`src/verilog/clock_timer_pkg.sv`:
```
// Constants, register map and field layout of the divider clock timer
package clock_timer_pkg;

  ////////////////////////////////////////////////////////////////////////////////
  // Clocking
  localparam int unsigned CLK_PERIOD_PS       = 5000;
  localparam int unsigned PS_PER_SEC          = 1000000000;
  localparam int unsigned CLK_HZ              = (PS_PER_SEC / CLK_PERIOD_PS) * 1000;
  localparam int unsigned SRC_HZ              = 256;
  localparam int unsigned PRESCALE_CYCLES_DEF = CLK_HZ / SRC_HZ;

  ////////////////////////////////////////////////////////////////////////////////
  // Bus geometry
  localparam int unsigned ADR_W    = 10;
  localparam int unsigned DAT_W    = 32;
  localparam int unsigned SEL_W    = 4;
  localparam int unsigned IDX_W    = 8;
  localparam int unsigned IDX_LSB  = 2;
  localparam int unsigned NIBBLE_W = 4;
  localparam int unsigned LANE_REG = 0;

  ////////////////////////////////////////////////////////////////////////////////
  // Register indices; byte address is four times the index
  localparam logic [IDX_W-1:0] IDX_TAPS    = 8'he3;
  localparam logic [IDX_W-1:0] IDX_IRQ_EN  = 8'heb;
  localparam logic [IDX_W-1:0] IDX_FLAGS   = 8'hef;
  localparam logic [IDX_W-1:0] IDX_RESTART = 8'hf9;

  ////////////////////////////////////////////////////////////////////////////////
  // Divider layout: counter bit k runs at 128 Hz / 2^k
  localparam int unsigned DIV_WIDTH = 7;
  localparam int unsigned TAP_LSB   = 3;
  localparam int unsigned BIT_32HZ  = 2;
  localparam int unsigned BIT_8HZ   = 4;
  localparam int unsigned BIT_2HZ   = 6;

  ////////////////////////////////////////////////////////////////////////////////
  // Event, enable and restart fields
  localparam int unsigned EVENT_W     = 3;
  localparam int unsigned EV_32HZ     = 0;
  localparam int unsigned EV_8HZ      = 1;
  localparam int unsigned EV_2HZ      = 2;
  localparam int unsigned RESTART_BIT = 0;

  localparam logic [EVENT_W-1:0]   EVENT_RST = 3'h0;
  localparam logic [EVENT_W-1:0]   ENABLE_RST = 3'h0;
  localparam logic [DIV_WIDTH-1:0] COUNT_RST = 7'h00;
  localparam logic [DAT_W-1:0]     DATA_ZERO = 32'h0000_0000;

endpackage : clock_timer_pkg

```
`src/verilog/clock_timer_divider.sv`:
```
// Seven-bit binary divider with per-bit falling-edge pulses
`timescale 1ns/1ps
module clock_timer_divider
  import clock_timer_pkg::*;
#(
  parameter int unsigned WIDTH = DIV_WIDTH
) (
  input  wire logic             mclk,
  input  wire logic             reset,
  input  wire logic             restart,
  input  wire logic             tick,
  output logic      [WIDTH-1:0] count,
  output logic      [WIDTH-1:0] falling
);

  logic [WIDTH-1:0] count_ff;
  logic [WIDTH-1:0] nxt_count;

  ////////////////////////////////////////////////////////////////////////////////
  // Counting
  always_comb begin
    nxt_count = count_ff + WIDTH'(1);
  end

  always_ff @(posedge mclk) begin
    if (reset || restart) begin
      count_ff <= '0;
    end else if (tick) begin
      count_ff <= nxt_count;
    end
  end

  // A bit falls when it is 1 now and 0 after the increment;
  // clearing by restart is not a tap edge
  always_comb begin
    falling = {WIDTH{tick & ~restart}} & count_ff & ~nxt_count;
  end

  assign count = count_ff;

endmodule : clock_timer_divider

```
`src/verilog/divider_clock_timer_irq.sv`:
```
// Clock timer: prescaler, divider taps, event flags and Wishbone registers
//
// Behaviour
// A seven-bit binary divider counts a 256 Hz prescaled clock, giving taps 128 Hz to 2 Hz.
// The top four taps read as a nibble at index e3 and writes there are ignored.
// Nibble bits 0..3 carry the 16, 8, 4 and 2 Hz taps, reading 1 while the tap is high.
// After reset the tap nibble reads zero.
// Three enable bits at index eb are writable and read back as stored.
// Enable bits 0, 1, 2 govern the 32, 8 and 2 Hz interrupts and clear on reset.
// Unused bits of the enable, flag and restart registers read as zero.
// The 32, 8 and 2 Hz event flags set on the falling edge of their tap.
// The event flags sit at index ef bits 0..2 for 32, 8 and 2 Hz.
// A flag sets on its edge whether or not its interrupt is enabled.
// Reading the flag register returns the flags then clears them; writes do nothing.
// Reset clears all three event flags.
// Software reading flags with interrupts enabled must allow for a race with new events.
// Writing 1 to bit 0 at index f9 clears the divider, which resumes at once; 0 does nothing.
// The restart bit is write-only and reads as zero.
// Software changes enable bits only while the processor has interrupts disabled.
// The interrupt request is high while any flag is set with its enable bit set.
`timescale 1ns/1ps
module divider_clock_timer_irq
  import clock_timer_pkg::*;
#(
  parameter int unsigned PRESCALE_CYCLES = PRESCALE_CYCLES_DEF
) (
  input  wire logic             mclk,
  input  wire logic             reset,
  input  wire logic             cyc_i,
  input  wire logic             stb_i,
  input  wire logic             we_i,
  input  wire logic [ADR_W-1:0] adr_i,
  input  wire logic [DAT_W-1:0] dat_i,
  input  wire logic [SEL_W-1:0] sel_i,
  output logic                  ack_o,
  output logic      [DAT_W-1:0] dat_o,
  output logic                  timerIrq
);

  localparam int unsigned PS_W = (PRESCALE_CYCLES > 1) ? $clog2(PRESCALE_CYCLES) : 1;
  localparam logic [PS_W-1:0] PS_LAST = PS_W'(PRESCALE_CYCLES - 1);

  ////////////////////////////////////////////////////////////////////////////////
  // Declarations
  logic                 ack_ff;
  logic [DAT_W-1:0]     rdData_ff;
  logic [EVENT_W-1:0]   enable_ff;
  logic [EVENT_W-1:0]   flags_ff;
  logic                 irq_ff;
  logic [PS_W-1:0]      psCount_ff;

  logic [EVENT_W-1:0]   nxt_enable;
  logic [EVENT_W-1:0]   nxt_flags;
  logic [PS_W-1:0]      nxt_psCount;
  logic [DAT_W-1:0]     nxt_rdData;

  logic                 busAccept;
  logic                 rdAccept;
  logic                 wrAccept;
  logic [IDX_W-1:0]     regIndex;
  logic [NIBBLE_W-1:0]  wrNibble;
  logic                 restartReq;
  logic                 srcTick;
  logic [DIV_WIDTH-1:0] divCount;
  logic [DIV_WIDTH-1:0] divFalling;
  logic [EVENT_W-1:0]   eventHits;
  logic [EVENT_W-1:0]   flagClear;
  logic [NIBBLE_W-1:0]  tapNibble;

  ////////////////////////////////////////////////////////////////////////////////
  // Helpers

  // Word index from a byte address
  function automatic logic [IDX_W-1:0] wordIndex(input logic [ADR_W-1:0] adr);
    wordIndex = adr[IDX_LSB +: IDX_W];
  endfunction : wordIndex

  // Register data lives in the low nibble of byte lane 0
  function automatic logic [NIBBLE_W-1:0] lowNibble(input logic [DAT_W-1:0] data);
    lowNibble = data[NIBBLE_W-1:0];
  endfunction : lowNibble

  // Place a register value in the low bits; upper bits read zero
  function automatic logic [DAT_W-1:0] padWord(input logic [NIBBLE_W-1:0] nib);
    padWord = {{(DAT_W - NIBBLE_W){1'b0}}, nib};
  endfunction : padWord

  // Three-bit field widened to a nibble with bit 3 at zero
  function automatic logic [NIBBLE_W-1:0] padField(input logic [EVENT_W-1:0] field);
    padField = {{(NIBBLE_W - EVENT_W){1'b0}}, field};
  endfunction : padField

  ////////////////////////////////////////////////////////////////////////////////
  // Bus decode

  // Request taken once per transfer: the cycle before ack
  always_comb begin
    busAccept = cyc_i & stb_i & ~ack_ff;
    rdAccept  = busAccept & ~we_i;
    wrAccept  = busAccept & we_i & sel_i[LANE_REG];
    regIndex  = wordIndex(adr_i);
    wrNibble  = lowNibble(dat_i);
  end

  // Write of 0 to the restart bit is a no-op
  always_comb begin
    restartReq = wrAccept && (regIndex == IDX_RESTART) && wrNibble[RESTART_BIT];
  end

  ////////////////////////////////////////////////////////////////////////////////
  // Wishbone acknowledge

  // One wait-free cycle; ack drops in the cycle after it was given
  always_ff @(posedge mclk) begin
    if (reset) begin
      ack_ff <= 1'b0;
    end else begin
      ack_ff <= busAccept;
    end
  end

  ////////////////////////////////////////////////////////////////////////////////
  // Prescaler to the 256 Hz source tick

  always_comb begin
    if (restartReq || (psCount_ff == PS_LAST)) begin
      nxt_psCount = '0;
    end else begin
      nxt_psCount = psCount_ff + PS_W'(1);
    end
    srcTick = (psCount_ff == PS_LAST) && !restartReq;
  end

  // Restart also clears the prescaler so the first tap period is full
  always_ff @(posedge mclk) begin
    if (reset) begin
      psCount_ff <= '0;
    end else begin
      psCount_ff <= nxt_psCount;
    end
  end

  ////////////////////////////////////////////////////////////////////////////////
  // Divider

  clock_timer_divider #(
    .WIDTH   (DIV_WIDTH)
  ) u_divider (
    .mclk    (mclk),
    .reset   (reset),
    .restart (restartReq),
    .tick    (srcTick),
    .count   (divCount),
    .falling (divFalling)
  );

  // Upper four divider bits are the 16..2 Hz taps; zero after reset
  always_comb begin
    tapNibble = divCount[TAP_LSB +: NIBBLE_W];
  end

  ////////////////////////////////////////////////////////////////////////////////
  // Event detection

  always_comb begin
    eventHits          = '0;
    eventHits[EV_32HZ] = divFalling[BIT_32HZ];
    eventHits[EV_8HZ]  = divFalling[BIT_8HZ];
    eventHits[EV_2HZ]  = divFalling[BIT_2HZ];
  end

  ////////////////////////////////////////////////////////////////////////////////
  // Event flags

  // Cleared by the read that returns them; writes never touch them
  always_comb begin
    if (rdAccept && (regIndex == IDX_FLAGS)) begin
      flagClear = '1;
    end else begin
      flagClear = '0;
    end
  end

  // An edge in the clearing cycle survives the read; the enable is not looked at
  always_comb begin
    nxt_flags = (flags_ff & ~flagClear) | eventHits;
  end

  always_ff @(posedge mclk) begin
    if (reset) begin
      flags_ff <= EVENT_RST;
    end else begin
      flags_ff <= nxt_flags;
    end
  end

  ////////////////////////////////////////////////////////////////////////////////
  // Interrupt enables

  // No guard against changes while interrupts run; that is up to software
  always_comb begin
    if (wrAccept && (regIndex == IDX_IRQ_EN)) begin
      nxt_enable = wrNibble[EVENT_W-1:0];
    end else begin
      nxt_enable = enable_ff;
    end
  end

  always_ff @(posedge mclk) begin
    if (reset) begin
      enable_ff <= ENABLE_RST;
    end else begin
      enable_ff <= nxt_enable;
    end
  end

  ////////////////////////////////////////////////////////////////////////////////
  // Interrupt request

  // Registered, so the request follows the flags by one cycle
  always_ff @(posedge mclk) begin
    if (reset) begin
      irq_ff <= 1'b0;
    end else begin
      irq_ff <= |(flags_ff & enable_ff);
    end
  end

  ////////////////////////////////////////////////////////////////////////////////
  // Read data

  // Unmapped indices answer with zero rather than an error
  always_comb begin
    case (regIndex)
      IDX_TAPS: begin
        nxt_rdData = padWord(tapNibble);
      end
      IDX_IRQ_EN: begin
        nxt_rdData = padWord(padField(enable_ff));
      end
      IDX_FLAGS: begin
        nxt_rdData = padWord(padField(flags_ff));
      end
      IDX_RESTART: begin
        nxt_rdData = DATA_ZERO;
      end
      default: begin
        nxt_rdData = DATA_ZERO;
      end
    endcase
  end

  // Data stands only with ack, zero otherwise
  always_ff @(posedge mclk) begin
    if (reset) begin
      rdData_ff <= DATA_ZERO;
    end else if (rdAccept) begin
      rdData_ff <= nxt_rdData;
    end else begin
      rdData_ff <= DATA_ZERO;
    end
  end

  ////////////////////////////////////////////////////////////////////////////////
  // Outputs

  // Tap register has no write path at all
  assign ack_o    = ack_ff;
  assign dat_o    = rdData_ff;
  assign timerIrq = irq_ff;

endmodule : divider_clock_timer_irq

```
`config.mk`:
```
export PLATFORM = sky130hd
export DESIGN_NAME = divider_clock_timer_irq
export DESIGN_NICKNAME = d
export VERILOG_FILES = /design/src/verilog/clock_timer_pkg.sv /design/src/verilog/clock_timer_divider.sv /design/src/verilog/divider_clock_timer_irq.sv
export SDC_FILE = /design/constraint.sdc
export NUM_CORES = 1
export LEC_CHECK = 0
export BUFFER_PORTS_ARGS = -buffer_cell sky130_fd_sc_hd__buf_2
export CELL_PAD_IN_SITES_DETAIL_PLACEMENT = 0
export CELL_PAD_IN_SITES_GLOBAL_PLACEMENT = 2
export CORE_UTILIZATION = 27
export DETAILED_ROUTE_END_ITERATION = 10
export HOLD_SLACK_MARGIN = 0.06
export PLACE_DENSITY = 0.83
export SETUP_SLACK_MARGIN = 0.2
export SLEW_MARGIN = 40
export SYNTH_ARGS = -nofsm -noshare
export SYNTH_HDL_FRONTEND = slang
export SYNTH_SLANG_ARGS = --single-unit
```
`constraint.sdc`:
```
create_clock -name mclk -period 1.88 [get_ports mclk]
set_input_delay 0.376 -clock mclk [delete_from_list [all_inputs] [get_ports mclk]]
set_output_delay 0.376 -clock mclk [all_outputs]
set_load 0.03 [all_outputs]
```
## Word level (Yosys, flattened, before mapping)

Cells that the tools add are included.
W data, S select, Z words.

- Bits in registers: 67
- Output and inout bits: 34
- Logic and storage cells: 44

- $add $sub $neg: 2
- Equal/unequal tests: 5
- Multiplexer cells: 2
- Bitwise operators: 17
- Reduce and logical (&&, ||, !) cells: 11

Operators by type and width:

| kind | number |
|---|---|
| $eq A8 B8 Y1 const B | 4 |
| $add A20 B1 Y20 const B | 1 |
| $eq A20 B20 Y1 const B | 1 |
| $and A7 B7 Y7 | 2 |
| $pmux W4 S3 | 1 |
| $add A7 B1 Y7 const B | 1 |
| $not A7 Y7 | 1 |
| $and A1 B1 Y1 | 6 |
| $and A3 B3 Y3 | 2 |
| $logic_and A1 B1 Y1 | 5 |
| $not A1 Y1 | 4 |
| $reduce_or A2 Y1 | 2 |
| $mux W3 | 1 |
| $not A3 Y3 | 1 |
| $or A3 B3 Y3 | 1 |
| $reduce_or A3 Y1 | 1 |
| $logic_or A1 B1 Y1 | 2 |
| $logic_not A1 Y1 | 1 |

## Longest topological paths before layout

- Word-level depth: 12
- Mapped depth: 6

## Cells and area by module

From an unflattened synthesis, not the netlist that was laid out.

- Cells, all modules: 236
- Area total of the unflattened synthesis: 2030.7 um^2

Modules (own cells, without submodules):

| module | times used | cells an instance | area an instance (um^2) | seq. area each (um^2) |
|---|---|---|---|---|
| divider_clock_timer_irq | 1 | 196 | 1679.1 | 640.6 |
| clock_timer_divider | 1 | 40 | 351.6 | 140.1 |

## Worst setup path after synthesis

Ideal clock, no wire load.

- Path type: register -> register
- Start point: reg ack_ff, in the netlist ack_o
- End point: reg psCount_ff[19]
- Arrival: 1.600 ns
- Data required time: 1.755 ns
- Slack: 0.155 ns
- Cell stages (with the launch flop): 6
- Buffers on the path: 1
- Period minus slack after synthesis: 1.725 ns
- Cells stage by stage: dfxtp_1 > nand3b_1 > o41ai_4 > o21bai_1 > buf_4 > a21oi_1

- Word-level cells in the longest chain between the ends: 8

Ends and longest elaborated chain:

| what | line | text |
|---|---|---|
| start, declared | divider_clock_timer_irq.sv:45 | `logic ack_ff;` |
| start signal, assigned | divider_clock_timer_irq.sv:118 | `ack_ff <= busAccept;` |
| $not A1 Y1 | divider_clock_timer_irq.sv:98 | `busAccept = cyc_i & stb_i & ~ack_ff;` |
| $and A1 B1 Y1 | divider_clock_timer_irq.sv:98 |  |
| $and A1 B1 Y1 (2 in a row) | divider_clock_timer_irq.sv:100 | `wrAccept = busAccept & we_i & sel_i[LANE_REG];` |
| $logic_and A1 B1 Y1 (2 in a row) | divider_clock_timer_irq.sv:107 | `restartReq = wrAccept && (regIndex == IDX_RESTART) && wrNibble[RESTART_BIT];` |
| $logic_or A1 B1 Y1 | divider_clock_timer_irq.sv:126 | `if (restartReq \|\| (psCount_ff == PS_LAST)) begin` |
| $reduce_or A2 Y1 (no line) | n/a |  |
| end signal, assigned | divider_clock_timer_irq.sv:139 | `psCount_ff <= nxt_psCount;` |
| end, declared | divider_clock_timer_irq.sv:50 | `logic [PS_W-1:0] psCount_ff;` |

No other way between the ends.
A chain may end at the register's enable or synchronous reset.

## Worst setup path in the final report

- Start point: reg psCount_ff[12]
- End point: reg u_divider.count_ff[5], in the netlist u_divider.count[5]

- Word-level cells in the longest chain between the ends: 2

Ends and longest elaborated chain:

| what | line | text |
|---|---|---|
| $eq A20 B20 Y1 | divider_clock_timer_irq.sv:131 | `srcTick = (psCount_ff == PS_LAST) && !restartReq;` |
| $logic_and A1 B1 Y1 | divider_clock_timer_irq.sv:131 |  |
| end signal, assigned | clock_timer_divider.sv:29 | `count_ff <= nxt_count;` |
| end, declared | clock_timer_divider.sv:16 | `logic [WIDTH-1:0] count_ff;` |

No other way between the ends.

==> flow_results.xml <==
<?xml version="1.0" encoding="UTF-8"?>
<metrics>
  <group name="global_route">
    <metric name="grt_overflow" unit="">0</metric>
    <metric name="via_count_of_the_first_global_routing_pass" unit="">1419</metric>
    <metric name="grt_pass1_wl" unit="um">6220</metric>
    <metric name="track_usage" unit="%">10.3</metric>
    <metric name="antenna_found_initial" unit="">0</metric>
    <metric name="grt_max_degree" unit="">21</metric>
  </group>
  <group name="timing">
    <metric name="setup-violations-final" unit="">0</metric>
    <metric name="rsz0062_at_grt" unit="">yes</metric>
    <metric name="fin_skew" unit="ps">9.68</metric>
    <metric name="achievable-frequency" unit="MHz">622</metric>
    <metric name="timing.slew.headroom" unit="%">66.2</metric>
    <metric name="min_period_over_period" unit="%">85.5</metric>
    <metric name="finalCriticalPeriod" unit="ps">1610</metric>
    <metric name="finalWorstSetupSlack" unit="ps">273</metric>
    <metric name="tns" unit="ps">0</metric>
    <metric name="hold_viol" unit="">0</metric>
    <metric name="maxSlewViolCount" unit="">0</metric>
    <metric name="worst_slew_pin_slew" unit="ps">503</metric>
  </group>
  <group name="layout">
    <metric name="layout.cell_area.non_filler" unit="um^2">2340</metric>
    <metric name="layout-drive-gt1-share" unit="%">26.8</metric>
    <metric name="nFillCells" unit="">737</metric>
    <metric name="postLayoutCoreUtil" unit="%">33.7</metric>
    <metric name="num_antenna_cells" unit="">0</metric>
    <metric name="area_growth" unit="%">17.5</metric>
    <metric name="fin_nets" unit="">311</metric>
  </group>
  <group name="synthesis">
    <metric name="post_synth_instance_area" unit="um^2">1990</metric>
    <metric name="synth_largest_area_cell" unit="">sky130_fd_sc_hd__dfxtp_1</metric>
    <metric name="synth_top_cells_by_count" unit="">sky130_fd_sc_hd__dfxtp_1 (39), sky130_fd_sc_hd__buf_4 (30), sky130_fd_sc_hd__nor2_1 (26), sky130_fd_sc_hd__nand3_1 (12), sky130_fd_sc_hd__xor2_1 (12)</metric>
    <metric name="synth_cells" unit="">221</metric>
    <metric name="synth-warning-count" unit="">0</metric>
    <metric name="synthesis_stage_register_bit_count" unit="">39</metric>
    <metric name="async_flop_share" unit="%">0</metric>
    <metric name="yosysUniqueCellTypes" unit="">37</metric>
    <metric name="yosysSeqAreaShare" unit="%">39.2</metric>
    <metric name="synth.area.top_cells" unit="">sky130_fd_sc_hd__dfxtp_1 (39%), sky130_fd_sc_hd__buf_4 (11%), sky130_fd_sc_hd__xor2_1 (5.3%)</metric>
    <metric name="synth_enable_flop_cells" unit="">0</metric>
    <metric name="mean_instance_size_in_the_synthesized_netlist" unit="um^2">9.02</metric>
    <metric name="area_share_of_the_largest_cell_type_after_synthesis" unit="%">39.2</metric>
    <metric name="synth-main-ff-cell" unit="">sky130_fd_sc_hd__dfxtp_1</metric>
    <metric name="synth.most_common_cell" unit="">sky130_fd_sc_hd__dfxtp_1</metric>
  </group>
  <group name="placement">
    <metric name="port_buffers" unit="">22</metric>
    <metric name="place_worst_setup_slack" unit="ps">71.0</metric>
    <metric name="post_place_instance_area" unit="um^2">2180</metric>
    <metric name="gpl.final_weighted_congestion" unit="">0.730</metric>
    <metric name="hpwlAfterDp" unit="um">2670</metric>
  </group>
  <group name="clock_network">
    <metric name="insertion_delay_to_the_later_sink_of_the_worst_skew_pair" unit="ps">280</metric>
    <metric name="ctsLongestPathBuffers" unit="">2</metric>
    <metric name="cts_tree" unit="">built</metric>
    <metric name="cts_hold_buf" unit="">0</metric>
    <metric name="ctsHtreeMaxLevel" unit="">2</metric>
    <metric name="numClockSinks" unit="">39</metric>
    <metric name="cts.reportedPaths.clkPinSlew" unit="ps">80</metric>
    <metric name="cts_inserted_buffers" unit="">5</metric>
    <metric name="cts-root-buf" unit="">sky130_fd_sc_hd__clkbuf_8</metric>
  </group>
  <group name="die">
    <metric name="ioPinCount" unit="">85</metric>
    <metric name="die_height" unit="um">87.9</metric>
    <metric name="dieArea" unit="um^2">7730</metric>
    <metric name="floorplan.die.width" unit="um">87.9</metric>
    <metric name="core.rowCount" unit="">30</metric>
    <metric name="initial_core_util" unit="%">28.7</metric>
    <metric name="core" unit="um^2">6940</metric>
  </group>
  <group name="critical_path">
    <metric name="cp-end-kind" unit="">flop</metric>
    <metric name="critical_path.max_fanout" unit="">13</metric>
    <metric name="crit_arrival" unit="ps">1830</metric>
    <metric name="critPathKind" unit="">flop to flop</metric>
    <metric name="required" unit="ps">2100</metric>
    <metric name="setup_crit_start_kind" unit="">flop</metric>
  </group>
  <group name="status">
    <metric name="run_status" unit="">complete, no violations</metric>
  </group>
  <group name="drt">
    <metric name="route.detailed.vias_per_inst" unit="">4.44</metric>
    <metric name="drt-pass1-iter-count" unit="">4</metric>
    <metric name="route.final.wire_length" unit="um">3720</metric>
    <metric name="via_count" unit="">1567</metric>
    <metric name="ant_nets" unit="">0</metric>
    <metric name="remaining_drc_errors" unit="">0</metric>
    <metric name="final_routed_wire_length_divided_by_cell_count" unit="um">10.5</metric>
    <metric name="drt_iter0_markers" unit="">33</metric>
  </group>
  <group name="pwr">
    <metric name="power_density" unit="nW/um^2">665</metric>
    <metric name="p_leak" unit="nW">0.921</metric>
    <metric name="irDropWorstVdd" unit="V">0.000289</metric>
    <metric name="post-layout-total-power" unit="mW">1.56</metric>
  </group>
  <group name="worst_hold_path">
    <metric name="worst_hold_path_type" unit="">input pin to flop</metric>
  </group>
  <group name="run">
    <metric name="drv.max_cap_violation_count" unit="">0</metric>
  </group>
</metrics>
[cell families after synthesis]
logic type                 Yosys count  synth area share, %
adders and majority gates            3                 1.88
other                                1                0.188
and+or+nand+nor                     84                 24.4
DFF                                 39                 39.2
AOI/OAI and AO/OA                   32                 11.2
muxes                                7                 3.77
buffers and inverters               42                 13.7
xor gates and xnor gates            13                 5.71
[report_power, final]
group	leakage [nW]	switching [mW]	internal (mW)	total, mW
clock	0.0470	0.274	0.288	0.562
combinational	0.555	0.119	0.0368	0.156
sequential	0.318	0.00569	0.832	0.837
[cell type report]
class / count / area [um^2] / share of cell area [%]
sequential: 39 / 790 / 33.7
multi-input combinational: 167 / 1070 / 45.9
tap: 96 / 120 / 5.13
inverter: 6 / 22.5 / 0.962
timing repair buffer: 38 / 246 / 10.5
clock inverter: 1 / 5.00 / 0.214
clock buffer: 6 / 82.6 / 3.53
[per-stage QoR]
step	cells	hold slack (ps)
floorplan	248	429
global placement	342	442
detailed placement	342	455
CTS	349	333
global route	353	346
finish	353	341
[worst max-delay path, stage by stage (launching register included)]
cell and delay [ps]:
sky130_fd_sc_hd__dfxtp_2 350, sky130_fd_sc_hd__nor4b_2 280, sky130_fd_sc_hd__nand4_1 140, sky130_fd_sc_hd__buf_6 170
sky130_fd_sc_hd__or4_1 470, sky130_fd_sc_hd__a21oi_1 140
[sequential cells by signal, indices dropped and copies added (netlist names)]
| name | cells |
|---|---|
| psCount_ff | 20 |
| u_divider.count | 7 |
| dat_o | 4 |
| enable_ff | 3 |
| flags_ff | 3 |
| ack_o | 1 |
| timerIrq | 1 |
[layout by cell type (no fill, tap or decap), types with 7 or more instances in the layout]
master,instances
sky130_fd_sc_hd__conb_1,28
sky130_fd_sc_hd__a21oi_1,9
sky130_fd_sc_hd__dfxtp_1,32
sky130_fd_sc_hd__xor2_1,12
sky130_fd_sc_hd__nor2_1,26
sky130_fd_sc_hd__dfxtp_2,7
sky130_fd_sc_hd__buf_2,22
sky130_fd_sc_hd__nand3_1,12
sky130_fd_sc_hd__nand4_1,9
sky130_fd_sc_hd__buf_4,14
[what timing repair did]
action                                  in CTS  in global routing
buffers inserted                             0                  4
pin swaps                                    0                  3
endpoints found under the setup margin       4                  9
resized for setup                            1                 15
[per-layer routing]
metal	GRT usage [%]	share of wire, %
met5	0	0
met4	4.47	1.3
met3	2.54	5.2
met2	16.5	42
met1	13.3	52
[worst paths after layout]
check	startpoint	end	depth (start not counted)	slack, ps
worst max-delay path	psCount_ff[12]$_SDFF_PP0_	u_divider.count[5]$_SDFFE_PP0P_	5	270
worst min-delay path	dat_i[0]	enable_ff[0]$_SDFFE_PP0P_	3	340
worst max register to register	psCount_ff[12]$_SDFF_PP0_	u_divider.count[5]$_SDFFE_PP0P_	5	270
worst min register to register	psCount_ff[0]$_SDFF_PP0_	psCount_ff[0]$_SDFF_PP0_	1	470
Power figures use the tool's default switching activity.
